**src/verilog/file_reg_exec_pkg.sv**
```systemverilog
// Package: encodings, field layout and timing of the file-register executor
package file_reg_exec_pkg;

	// ----------------------------------------------------------------
	// Instruction word layout
	// ----------------------------------------------------------------
	localparam int INSTR_W      = 16;
	localparam int FILE_ADDR_W  = 8;
	localparam int BANK_W       = 4;
	localparam int DATA_W       = 8;
	localparam int DEST_BIT     = 9;
	localparam int ACCESS_BIT   = 8;
	localparam int OP6_LSB      = 10;
	localparam int OP7_LSB      = 9;

	// Opcode patterns in the upper bits of the word
	localparam logic [5:0] OP_COMPLEMENT = 6'h07; // 0001 11da
	localparam logic [5:0] OP_XOR_WORK   = 6'h06; // 0001 10da
	localparam logic [6:0] OP_CMP_SKIP   = 7'h31; // 0110 001a

	// Two-word instructions, second word must be dropped on a skip
	localparam logic [3:0] OP_MOVE_FF    = 4'hC;
	localparam logic [6:0] OP_CALL       = 7'h76;
	localparam logic [7:0] OP_LOAD_FSR   = 8'hEE;
	localparam logic [7:0] OP_GOTO       = 8'hEF;

	// Access bank split: low half in bank 0, high half in the top bank
	localparam logic [7:0] ACCESS_SPLIT  = 8'h80;
	localparam logic [3:0] ACCESS_LOW    = 4'h0;
	localparam logic [3:0] ACCESS_HIGH   = 4'hF;

	// Reset values
	localparam logic [7:0] WORK_RESET    = 8'h00;

	// ----------------------------------------------------------------
	// Timing
	// ----------------------------------------------------------------
	localparam int OSC_PERIOD_NS      = 20;
	localparam int PHASES_PER_CYCLE   = 4;
	localparam int INSTR_CYCLE_NS     = PHASES_PER_CYCLE * OSC_PERIOD_NS;
	localparam int CLKS_PER_INSTR     = INSTR_CYCLE_NS / OSC_PERIOD_NS;

	// ----------------------------------------------------------------
	// Types
	// ----------------------------------------------------------------
	typedef enum logic [3:0] {
		PH_DECODE  = 4'h1,
		PH_READ    = 4'h2,
		PH_PROCESS = 4'h4,
		PH_WRITE   = 4'h8
	} phase_t;

	typedef enum logic [3:0] {
		OPK_NONE   = 4'h1,
		OPK_COMPL  = 4'h2,
		OPK_XOR    = 4'h4,
		OPK_CMP    = 4'h8
	} op_kind_t;

	typedef struct packed {
		logic                         en;
		logic [BANK_W+FILE_ADDR_W-1:0] addr;
	} file_read_t;

	typedef struct packed {
		logic                         en;
		logic [BANK_W+FILE_ADDR_W-1:0] addr;
		logic [DATA_W-1:0]            data;
	} file_write_t;

	typedef struct packed {
		logic neg;
		logic zero;
	} flags_t;

endpackage

```
**src/verilog/file_reg_exec.sv**
```systemverilog
// Executor for complement, exclusive-OR and compare-skip register ops
//
// Contract
// - Complement writes inverted register, sets N and Z.
// - Destination bit 0 to work, 1 to register.
// - Access bit 0 uses access bank, 1 bank select.
// - Compare-skip subtracts unsigned, writes nothing, no flags.
// - On equal, fetched next instruction becomes no-operation.
// - Compare-skip one word, one, two or three cycles.
// - Exclusive-OR work with register, sets N and Z.
// - Instruction cycle lasts four oscillator periods.
`timescale 1ns/100ps

module file_reg_exec (
	input  wire logic                                   clk,
	input  wire logic                                   reset,
	input  wire logic [file_reg_exec_pkg::INSTR_W-1:0]  instr_word,
	input  wire logic [file_reg_exec_pkg::BANK_W-1:0]   bank_select_register,
	input  wire logic [file_reg_exec_pkg::DATA_W-1:0]   file_rd_data,
	output file_reg_exec_pkg::file_read_t               file_rd,
	output file_reg_exec_pkg::file_write_t              file_wr,
	output logic [file_reg_exec_pkg::DATA_W-1:0]        work_reg,
	output file_reg_exec_pkg::flags_t                   flags,
	output file_reg_exec_pkg::phase_t                   phase,
	output logic                                        cycle_start,
	output logic                                        discarding
);

	// ----------------------------------------------------------------
	// State
	// ----------------------------------------------------------------
	typedef struct packed {
		file_reg_exec_pkg::phase_t      phase;
		file_reg_exec_pkg::op_kind_t    op;
		logic                           to_file;
		logic [file_reg_exec_pkg::BANK_W+file_reg_exec_pkg::FILE_ADDR_W-1:0]
		                                addr;
		logic                           skip_next;
		logic                           skip_second;
		logic                           discarding;
		logic                           cycle_start;
		file_reg_exec_pkg::file_read_t  rd;
		file_reg_exec_pkg::file_write_t wr;
		logic [file_reg_exec_pkg::DATA_W-1:0] work;
		file_reg_exec_pkg::flags_t      flags;
	} state_t;

	state_t state_q;
	state_t state_d;

	// ----------------------------------------------------------------
	// Decode helpers
	// ----------------------------------------------------------------
	// Effective address from access bit, bank select and offset
	function automatic logic [11:0] eff_addr(
		input logic [15:0] word,
		input logic [3:0]  bank
	);
		logic [7:0] f;
		f = word[file_reg_exec_pkg::FILE_ADDR_W-1:0];
		if (!word[file_reg_exec_pkg::ACCESS_BIT]) begin
			eff_addr = (f < file_reg_exec_pkg::ACCESS_SPLIT) ?
				{file_reg_exec_pkg::ACCESS_LOW, f} :
				{file_reg_exec_pkg::ACCESS_HIGH, f};
		end else begin
			eff_addr = {bank, f};
		end
	endfunction

	// Opcode class of a fetched word
	function automatic file_reg_exec_pkg::op_kind_t op_of(
		input logic [15:0] word
	);
		if (word[15:file_reg_exec_pkg::OP6_LSB] ==
		    file_reg_exec_pkg::OP_COMPLEMENT) begin
			op_of = file_reg_exec_pkg::OPK_COMPL;
		end else if (word[15:file_reg_exec_pkg::OP6_LSB] ==
		             file_reg_exec_pkg::OP_XOR_WORK) begin
			op_of = file_reg_exec_pkg::OPK_XOR;
		end else if (word[15:file_reg_exec_pkg::OP7_LSB] ==
		             file_reg_exec_pkg::OP_CMP_SKIP) begin
			op_of = file_reg_exec_pkg::OPK_CMP;
		end else begin
			op_of = file_reg_exec_pkg::OPK_NONE;
		end
	endfunction

	// True for the first word of a two-word instruction
	function automatic logic two_word(input logic [15:0] word);
		two_word = (word[15:12] == file_reg_exec_pkg::OP_MOVE_FF) ||
		           (word[15:9]  == file_reg_exec_pkg::OP_CALL) ||
		           (word[15:8]  == file_reg_exec_pkg::OP_LOAD_FSR) ||
		           (word[15:8]  == file_reg_exec_pkg::OP_GOTO);
	endfunction

	// ----------------------------------------------------------------
	// Next state
	// ----------------------------------------------------------------
	// Phase rotation gives one instruction per four clocks
	always_comb begin
		logic [7:0] result;
		result          = '0;
		state_d         = state_q;
		state_d.rd.en   = 1'b0;
		state_d.wr.en   = 1'b0;
		state_d.cycle_start = 1'b0;
		unique case (state_q.phase)
			file_reg_exec_pkg::PH_DECODE: begin
				state_d.phase = file_reg_exec_pkg::PH_READ;
				if (state_q.skip_second) begin
					// Second word of a skipped two-word op
					state_d.op          = file_reg_exec_pkg::OPK_NONE;
					state_d.skip_second = 1'b0;
					state_d.discarding  = 1'b1;
				end else if (state_q.skip_next) begin
					state_d.op          = file_reg_exec_pkg::OPK_NONE;
					state_d.skip_next   = 1'b0;
					state_d.skip_second = two_word(instr_word);
					state_d.discarding  = 1'b1;
				end else begin
					state_d.op         = op_of(instr_word);
					state_d.to_file    =
						instr_word[file_reg_exec_pkg::DEST_BIT];
					state_d.addr       =
						eff_addr(instr_word, bank_select_register);
					state_d.discarding = 1'b0;
					// Read strobe stands through the read phase
					state_d.rd.en   = (op_of(instr_word) !=
					                   file_reg_exec_pkg::OPK_NONE);
					state_d.rd.addr = eff_addr(instr_word,
					                           bank_select_register);
				end
			end
			file_reg_exec_pkg::PH_READ: begin
				state_d.phase = file_reg_exec_pkg::PH_PROCESS;
			end
			file_reg_exec_pkg::PH_PROCESS: begin
				// Memory answers one clock after the strobe
				state_d.phase = file_reg_exec_pkg::PH_WRITE;
				unique case (state_q.op)
					file_reg_exec_pkg::OPK_COMPL: begin
						result = ~file_rd_data;
					end
					file_reg_exec_pkg::OPK_XOR: begin
						result = state_q.work ^ file_rd_data;
					end
					file_reg_exec_pkg::OPK_CMP: begin
						// Zero difference means equal; nothing stored
						result = file_rd_data - state_q.work;
						state_d.skip_next = (result == 8'h00);
					end
					file_reg_exec_pkg::OPK_NONE: begin
						result = '0;
					end
				endcase
				if (state_q.op == file_reg_exec_pkg::OPK_COMPL ||
				    state_q.op == file_reg_exec_pkg::OPK_XOR) begin
					state_d.flags.neg  = result[7];
					state_d.flags.zero = (result == 8'h00);
					if (state_q.to_file) begin
						state_d.wr.en   = 1'b1;
						state_d.wr.addr = state_q.addr;
						state_d.wr.data = result;
					end else begin
						state_d.work = result;
					end
				end
			end
			file_reg_exec_pkg::PH_WRITE: begin
				state_d.phase       = file_reg_exec_pkg::PH_DECODE;
				state_d.cycle_start = 1'b1;
			end
		endcase
	end

	// ----------------------------------------------------------------
	// Registers
	// ----------------------------------------------------------------
	// Reset lands in the decode phase with no skip pending
	always_ff @(posedge clk or posedge reset) begin
		if (reset) begin
			state_q             <= '0;
			state_q.phase       <= file_reg_exec_pkg::PH_DECODE;
			state_q.op          <= file_reg_exec_pkg::OPK_NONE;
			state_q.to_file     <= 1'b1;
			state_q.cycle_start <= 1'b1;
			state_q.work        <= file_reg_exec_pkg::WORK_RESET;
		end else begin
			state_q <= state_d;
		end
	end

	// ----------------------------------------------------------------
	// Outputs, all straight from the state flops
	// ----------------------------------------------------------------
	assign file_rd     = state_q.rd;
	assign file_wr     = state_q.wr;
	assign work_reg    = state_q.work;
	assign flags       = state_q.flags;
	assign phase       = state_q.phase;
	assign cycle_start = state_q.cycle_start;
	assign discarding  = state_q.discarding;

endmodule

```
**config.mk**
```make
export PLATFORM = sky130hd
export DESIGN_NAME = file_reg_exec
export DESIGN_NICKNAME = d
export VERILOG_FILES = /design/src/verilog/file_reg_exec_pkg.sv /design/src/verilog/file_reg_exec.sv
export SDC_FILE = /design/constraint.sdc
export NUM_CORES = 1
export LEC_CHECK = 0
export ABC_AREA = 1
export BUFFER_PORTS_ARGS = -buffer_cell sky130_fd_sc_hd__buf_2
export CAP_MARGIN = 15
export CELL_PAD_IN_SITES_DETAIL_PLACEMENT = 2
export CELL_PAD_IN_SITES_GLOBAL_PLACEMENT = 2
export CORE_MARGIN = 2
export CORE_UTILIZATION = 30
export CTS_CLUSTER_DIAMETER = 200
export DETAILED_ROUTE_END_ITERATION = 10
export GPL_ROUTABILITY_DRIVEN = 0
export PLACE_DENSITY_LB_ADDON = 0.1
export SYNTH_ARGS = -nofsm -noshare
export SYNTH_HDL_FRONTEND = slang
export SYNTH_SLANG_ARGS = --single-unit
```
**constraint.sdc**
```tcl
create_clock -name clk -period 1.9 [get_ports clk]
set_input_delay 0.19 -clock clk [delete_from_list [all_inputs] [get_ports clk]]
set_output_delay 0.19 -clock clk [all_outputs]
set_load 0.01 [all_outputs]
```
==> results.json, run 1 <==
{
  "num_vias": 2809,
  "rsz0062_at_grt": "yes",
  "wl_per_cell_um": 15.4,
  "setup_tns_ns": -0.175,
  "grt_pass1_vias": 3001,
  "ys.flop_type": "dfrtp_1",
  "ios": 80,
  "synth_area_leaders": "dfrtp_1 40%, nand2_1 16%, buf_4 11%, inv_1 4.9%, dfstp_2 3.2%",
  "p_per_area_nw_per_um2": 743,
  "synthCells": 421,
  "grt_util_all_layers_pct": 17.1,
  "crit_required_ns": 2.12,
  "dpl_cell_area_um2": 3630,
  "synth_nets": 460,
  "synth-edff-count": 0,
  "critPathKind": "register to register",
  "start_kind": "register",
  "outcome": "complete, but fails checks",
  "die_height_um": 109,
  "async_flop_share_pct": 100,
  "clock_skew_ns": 0.0102,
  "clock-sinks": 57,
  "htree_levels": 3,
  "synth-adder-area-share_pct": 3.61,
  "hold_violations": 0,
  "area_growth_pct": 20.9,
  "p_leak_nw": 2.21,
  "synth_area_um2": 3320,
  "layout.cells.non_filler": 625,
  "placed_cells": 604,
  "cts_tree": "built",
  "period_share_pct": 105,
  "die_w_um": 109,
  "cts.path.max_buffers": 2,
  "first_pass_iters": 4,
  "yosysTopAreaCellShare_pct": 39.9,
  "synth_xor_area_share_pct": 0.527,
  "cts-root-buf": "clkbuf_8",
  "dr_wl_met3_um": 357,
  "fmax_mhz": 501,
  "drc": 0,
  "clk_latency_ns": 0.33,
  "cp_max_fo": 3,
  "drt-initial-drc-count": 57,
  "wl_met1_um": 4250,
  "finalNetCount": 519,
  "ant_nets": 0,
  "ir_drop_mv": 0.282,
  "start_util_pct": 30.7,
  "setup_slack_ns": -0.0963,
  "grt_first_pass_wirelength_um": 15500,
  "synth_compound_area_share_pct": 5.27,
  "pre_cts_ws_ns": -0.0950,
  "setup_viol": 3,
  "ys_warn_count": 0,
  "slew_headroom_pct": 60.3,
  "min_period_ns": 2.00,
  "drive_above_1_share_pct": 35.1,
  "wl_met2_um": 4950,
  "wirelength_um": 9600,
  "endpoint_kind": "register",
  "final_core_util_pct": 37.0,
  "violations": "setup timing",
  "synth-seq-cells": 57,
  "final_area_um2": 4020,
  "yosys-mux-area-fraction_pct": 0,
  "port_buffers": 79,
  "clk_pin_slew_ns": 0.08,
  "antenna_found_initial": 0,
  "worst_ep_arrival_time_ns": 2.22,
  "hp-class": "input pin to register",
  "synth_cell_types": 37,
  "cts_made_buffers": 9,
  "grt_max_degree": 27,
  "hpwl_um": 7370,
  "synth_top_family_by_area": "simple AND/OR/NAND/NOR gates",
  "synth-simple-area-share_pct": 29.6,
  "insertedDiodeCount": 0,
  "largest_reg_flops": 21,
  "rows": 38,
  "die-area_um2": 11900,
  "reg2reg_slack_ns": -0.1,
  "overflow": 0,
  "drv_slew": 0,
  "yosys.area.top_type": "dfrtp_1",
  "routed.top_layer": "met4",
  "maxCapViolations": 0,
  "viasPerCell": 4.49,
  "syn_area_per_cell_um2": 7.89,
  "coreArea_um2": 10800,
  "seq_area_frac_synth_pct": 43.1,
  "tightestPinTransition_ns": 0.594
}
## path summary, 6_finish.rpt
check | start | to | cells after the start
setup reg to reg | work_reg[0] | file_wr[4] | 13
max in group asynchronous | reset | state_q[60] | 4
setup / recovery | work_reg[0] | file_wr[4] | 13
hold / removal | instr_word[3] | file_rd[3] | 3
min in group asynchronous | reset | file_wr[10] | 3
hold reg to reg | file_wr[15] | file_wr[15] | 2
## where the power goes
| group | switching [mW] | internal (mW) |
|---|---|---|
| sequential | 0.0218 | 1.24 |
| clock | 0.521 | 0.947 |
| combinational | 0.148 | 0.103 |
| total | 0.691 | 2.29 |
## cell usage after synthesis, types with 4 or more instances
master	n
inv_1	43
ha_1	8
buf_4	49
dfstp_2	4
a21oi_1	8
nand4_1	7
o21ai_2	4
o21ai_0	10
o21ai_1	7
nand2_1	144
nor2_1	22
nand3_1	21
dfrtp_1	53
## routing by layer
metal	vias up	GRT usage (%)
met1	1367	21.4
met4	0	3.80
li1	1382	-
met2	56	30.3
met5	-	0
met3	4	3.35
## cells in the final DEF, fill, tap and decap left out, types with 8 or more instances in the layout
cell / n
buf_4: 21
inv_1: 41
nand3_2: 8
nand3_1: 14
clkbuf_8: 11
nand2_2: 9
dfrtp_1: 53
o21ai_0: 8
nand2_1: 138
buf_2: 79
nor2_1: 22
## repair_timing
action	in CTS	in global routing
endpoints found under the hold margin	24	0
hold buffers	1	0
pin swaps	3	16
buffers inserted	0	4
gates resized for setup	8	18
endpoints found under the setup margin	12	10
## cells by family after synthesis
logic type               after synthesis
AO/OA/AOI/OAI                         31
flip-flops                            57
AND/OR/NAND/NOR                      220
buffers and inverters                102
XOR/XNOR                               2
adder cells (fa/ha/maj)                9
## layout make-up
class	count	area (um^2)
clock inverters	4	98.8
fillers	1278	6820
repair buffers	102	583
well taps	140	175
clock buffers	12	155
flip-flops and latches	57	1430
multi-input cells	262	1390
inverters	48	184
## through the flow
step	hold slack (ns)	total power, mW
2_1_floorplan	0.291	1.44
3_3_place_gp	0.293	1.52
3_5_place_dp	0.293	1.53
4_1_cts	0.0374	3.01
5_1_grt	0.0409	3.11
6_report	0.0535	2.98
## critical path, stage by stage (launching register included)
cell	delay, ns
dfrtp_1	0.37
ha_2	0.20
inv_2	0.04
fa_2	0.41
nand2_2	0.10
nand2_2	0.07
nand2_1	0.07
nand2_1	0.06
nand3_1	0.08
nand3_2	0.10
buf_4	0.15
buf_4	0.12
nand2_1	0.07
nand2_1	0.05
Power figures use the tool's default switching activity.
==> run 2: changes to the inputs <==
Settings changed: RECOVER_POWER from default to 25.
==> results.json, run 2 (synthesized netlist as in run 1, its figures left out) <==
{
  "cts_made_buffers": 9,
  "start_util_pct": 30.7,
  "cp_max_fo": 3,
  "final_area_um2": 4000,
  "endpoint_kind": "register",
  "die-area_um2": 11900,
  "fmax_mhz": 501,
  "most-common-layout-cells": "138 x nand2_1, 67 x buf_2, 53 x dfrtp_1, 42 x inv_1, 22 x nor2_1",
  "p_leak_nw": 2.17,
  "setup_slack_ns": -0.0963,
  "violations": "setup timing",
  "num_vias": 2810,
  "hpwl_um": 7370,
  "crit_required_ns": 2.12,
  "grt_first_pass_wirelength_um": 15500,
  "crit_end": "file_wr[4]",
  "wl_per_cell_um": 15.4,
  "grt_util_all_layers_pct": 17.1,
  "viasPerCell": 4.50,
  "period_share_pct": 105,
  "finalNetCount": 519,
  "dpl_cell_area_um2": 3630,
  "start_kind": "register",
  "drc": 0,
  "p_per_area_nw_per_um2": 745,
  "port_buffers": 79,
  "clock-sinks": 57,
  "largest_reg_flops": 21,
  "cts-root-buf": "clkbuf_8",
  "clock_skew_ns": 0.0103,
  "area_growth_pct": 20.4,
  "htree_levels": 3,
  "first_pass_iters": 4,
  "antenna_found_initial": 0,
  "die_height_um": 109,
  "maxCapViolations": 0,
  "ios": 80,
  "outcome": "complete, but fails checks",
  "grt_pass1_vias": 3001,
  "drv_slew": 0,
  "min_from": "instr_word[3]",
  "wirelength_um": 9620,
  "r2r_cells": 13,
  "reg2reg_slack_ns": -0.1,
  "clk_latency_ns": 0.33,
  "startpoint": "work_reg[0]",
  "pre_cts_ws_ns": -0.0950,
  "worst_ep_arrival_time_ns": 2.22,
  "min_period_ns": 2.00,
  "drt-initial-drc-count": 56,
  "reg2reg_to": "file_wr[4]",
  "final_core_util_pct": 36.9,
  "cts.path.max_buffers": 2,
  "setup_tns_ns": -0.175,
  "coreArea_um2": 10800,
  "layout.cells.non_filler": 625,
  "placed_cells": 604,
  "rows": 38,
  "critPathKind": "register to register",
  "final_common_cell": "nand2_1",
  "cts_tree": "built",
  "setup_viol": 3,
  "ant_nets": 0,
  "overflow": 0,
  "hp-class": "input pin to register",
  "die_w_um": 109,
  "ir_drop_mv": 0.282,
  "reg2reg_from": "work_reg[0]",
  "tightestPinTransition_ns": 1.07,
  "clk_pin_slew_ns": 0.08,
  "grt_max_degree": 27,
  "insertedDiodeCount": 0,
  "hold_violations": 0,
  "rsz0062_at_grt": "yes",
  "drive_above_1_share_pct": 32.4,
  "slew_headroom_pct": 28.7
}
-- run 2: cell types whose count changed in the layout (fill, tap and decap cells not counted) --
cell      before  now
inv_1         41   42
inv_2          5    4
buf_2         79   67
clkbuf_1       1   13
-- run 2: per-layer routing --
metal / global-route usage (%) / share of wire [%] / vias up
met2: 30.3 / 52 / 56
met5: 0 / 0 / -
met4: 3.80 / 0.42 / 0
met3: 3.35 / 3.8 / 4
met1: 21.4 / 44 / 1368
li1: - / - / 1382
-- run 2: what timing repair did --
item | 4_1_cts | 5_1_grt
pin swaps | 3 | 16
buffers inserted | 0 | 4
endpoints found under the setup margin | 12 | 10
endpoints found under the hold margin | 24 | 0
hold buffers | 1 | 0
gates resized for setup | 8 | 18
-- run 2: worst min-delay path by stage --
stage | endpoint | slack, ns | cells after the start
after floorplan | state_q[63] | 0.29 | 1
after global placement | file_wr[9] | 0.29 | 2
after detailed placement | file_wr[9] | 0.29 | 2
after CTS | file_rd[3] | 0.04 | 3
after global routing | file_rd[3] | 0.04 | 3
final | file_rd[3] | 0.05 | 3
-- run 2: power breakdown --
group | internal [mW] | switching (mW) | total [mW]
registers | 1.24 | 0.0220 | 1.27
clock network | 0.947 | 0.521 | 1.47
logic | 0.101 | 0.148 | 0.249
-- run 2: worst max-delay path: stages, from the launching register on --
cell and delay, ns:
dfrtp_1 0.37, ha_2 0.20, inv_2 0.04, fa_2 0.41, nand2_2 0.10, nand2_2 0.07, nand2_1 0.07, nand2_1 0.06
nand3_1 0.08, nand3_2 0.10, buf_4 0.15, buf_4 0.12, nand2_1 0.07, nand2_1 0.05
-- run 2: final cells by class --
cell class,count,area (um^2)
Clock inverter,4,98.8
Clock buffer,12,155
Inverter,48,184
Fill cell,1282,6840
Timing Repair Buffer,102,568
Sequential cell,57,1430
Tap cell,140,175
Multi-Input combinational cell,262,1390
-- run 2: per-stage QoR --
step                hold WS [ns]  power (mW)
floorplan                  0.291        1.44
global placement           0.293        1.52
detailed placement         0.293        1.53
CTS                       0.0374        3.01
global route              0.0409        3.10
finish                    0.0537        2.98
==> run 3: changes to the inputs <==
Settings changed: CORE_MARGIN 2 to 1.5.
==> results.json, run 3 (synthesized netlist as in run 1, its figures left out) <==
{
  "start_util_pct": 30.7,
  "cts.path.max_buffers": 2,
  "p_per_area_nw_per_um2": 688,
  "clk_latency_ns": 0.34,
  "setup_tns_ns": 0,
  "period_share_pct": 97.8,
  "clock_skew_ns": 0.0122,
  "min_period_ns": 1.86,
  "post_cts_buffers": 0,
  "grt_util_all_layers_pct": 16.6,
  "fmax_mhz": 538,
  "reg2reg_from": "work_reg[0]",
  "drc": 0,
  "final_common_cell": "nand2_1",
  "drive_above_1_share_pct": 34.2,
  "wirelength_um": 9130,
  "antenna_found_initial": 0,
  "die-area_um2": 11700,
  "crit_required_ns": 2.12,
  "endpoint_kind": "register",
  "clock-sinks": 57,
  "cp_max_fo": 2,
  "coreArea_um2": 10800,
  "outcome": "finished clean",
  "min_from": "instr_word[6]",
  "hpwl_um": 7110,
  "clk_pin_slew_ns": 0.07,
  "crit_chain": "ha_2 > inv_2 > fa_2 > nand3_2 > nand2_1 > inv_1 > nand2_1 > nand2_2 > nand2_2 > nor2_1 > nand2_1 > nor2_1 > nand2_1 > nand2_1",
  "hp-class": "input pin to register",
  "rsz0062_at_grt": "yes",
  "grt_first_pass_wirelength_um": 14900,
  "p_leak_nw": 2.15,
  "startpoint": "work_reg[0]",
  "grt_pass1_vias": 3022,
  "port_buffers": 79,
  "rows": 38,
  "drt-initial-drc-count": 67,
  "cpPeakStageDelay_ns": 0.55,
  "htree_levels": 3,
  "critPathKind": "register to register",
  "p_total_mw": 2.69,
  "area_growth_pct": 17.4,
  "maxCapViolations": 0,
  "worst_ep_arrival_time_ns": 2.08,
  "cts-root-buf": "clkbuf_8",
  "start_kind": "register",
  "setup_viol": 0,
  "wl_per_cell_um": 14.7,
  "num_vias": 2778,
  "crit_top_cell": "nand2_1",
  "slowest_stage": "fa_2",
  "die_w_um": 108,
  "insertedDiodeCount": 0,
  "most-common-layout-cells": "137 x nand2_1, 79 x buf_2, 53 x dfrtp_1, 42 x inv_1, 21 x nor2_1",
  "ir_drop_mv": 0.304,
  "finalNetCount": 514,
  "largest_reg_flops": 21,
  "ios": 80,
  "fillCellCount": 1271,
  "hold_violations": 0,
  "tightestPinTransition_ns": 0.807,
  "slew_headroom_pct": 46.2,
  "grt_max_degree": 58,
  "die_height_um": 108,
  "cts_made_buffers": 9,
  "cts_tree": "built",
  "ant_nets": 0,
  "viasPerCell": 4.48,
  "overflow": 0,
  "first_pass_iters": 4,
  "drv_slew": 0
}
-- run 3: cell types whose count changed in the layout (fill, tap and decap cells not counted), moves of 2 or more --
cell and delta:
buf_2 +12, clkbuf_1 -12, buf_4 -5, bufinv_16 -2, o21ai_1 +2, o21ai_2 -2
-- run 3: final timing paths --
kind	end	slack [ns]	cells past startpoint
max	flags[0]	0.04	14
min	file_rd[6]	0.05	3
max reg2reg	flags[0]	0.04	14
min reg2reg	file_wr[11]	0.48	2
max in group asynchronous	phase[3]	0.70	4
min in group asynchronous	file_wr[11]	0.66	4
-- run 3: repair_timing --
action	CTS	global route
pin swaps	8	7
setup endpoints to repair	3	10
resized for setup	11	13
hold endpoints to repair	53	0
hold buffers	1	0
-- run 3: worst max-delay path: cells and delay by family (launching register included) --
family | cells | cell delay, ns
adders and majority gates | 2 | 0.74
buffers and inverters | 2 | 0.08
DFF | 1 | 0.38
and+or+nand+nor | 10 | 0.56
-- run 3: through the flow --
stage | setup slack [ns] | cells | cell area [um^2] | util (%) | hold WS (ns)
after floorplan | 0.168 | 421 | 3320 | - | 0.291
after global placement | 0.0365 | 603 | 3620 | 33.4 | 0.279
after detailed placement | -0.0386 | 603 | 3620 | 33.4 | 0.280
after CTS | -0.0344 | 620 | 3880 | 35.8 | 0.0410
after global routing | -0.106 | 620 | 3900 | 36.0 | 0.0401
final | 0.0412 | 620 | 3900 | 36.0 | 0.0544
-- run 3: final cells by class --
cell class	instances	area, um^2	area share, %
sequential	57	1430	36.7
multi-input combinational	262	1370	35.2
timing repair buffer	97	533	13.7
inverter	48	184	4.71
tap	140	175	4.49
clock buffer	12	155	3.98
clock inverter	4	51.3	1.31
-- run 3: report_power, final --
part / internal [mW] / switching, mW / total [mW]
logic: 0.0941 / 0.145 / 0.239
clock network: 0.678 / 0.505 / 1.18
registers: 1.24 / 0.0207 / 1.26
total: 2.02 / 0.670 / 2.69
-- run 3: routing by layer --
| layer | global-route usage [%] | part of all wire, % |
|---|---|---|
| met5 | 0 | 0 |
| met4 | 5.08 | 1.2 |
| met3 | 3.19 | 3.7 |
| met2 | 29.7 | 51 |
| met1 | 20.1 | 44 |
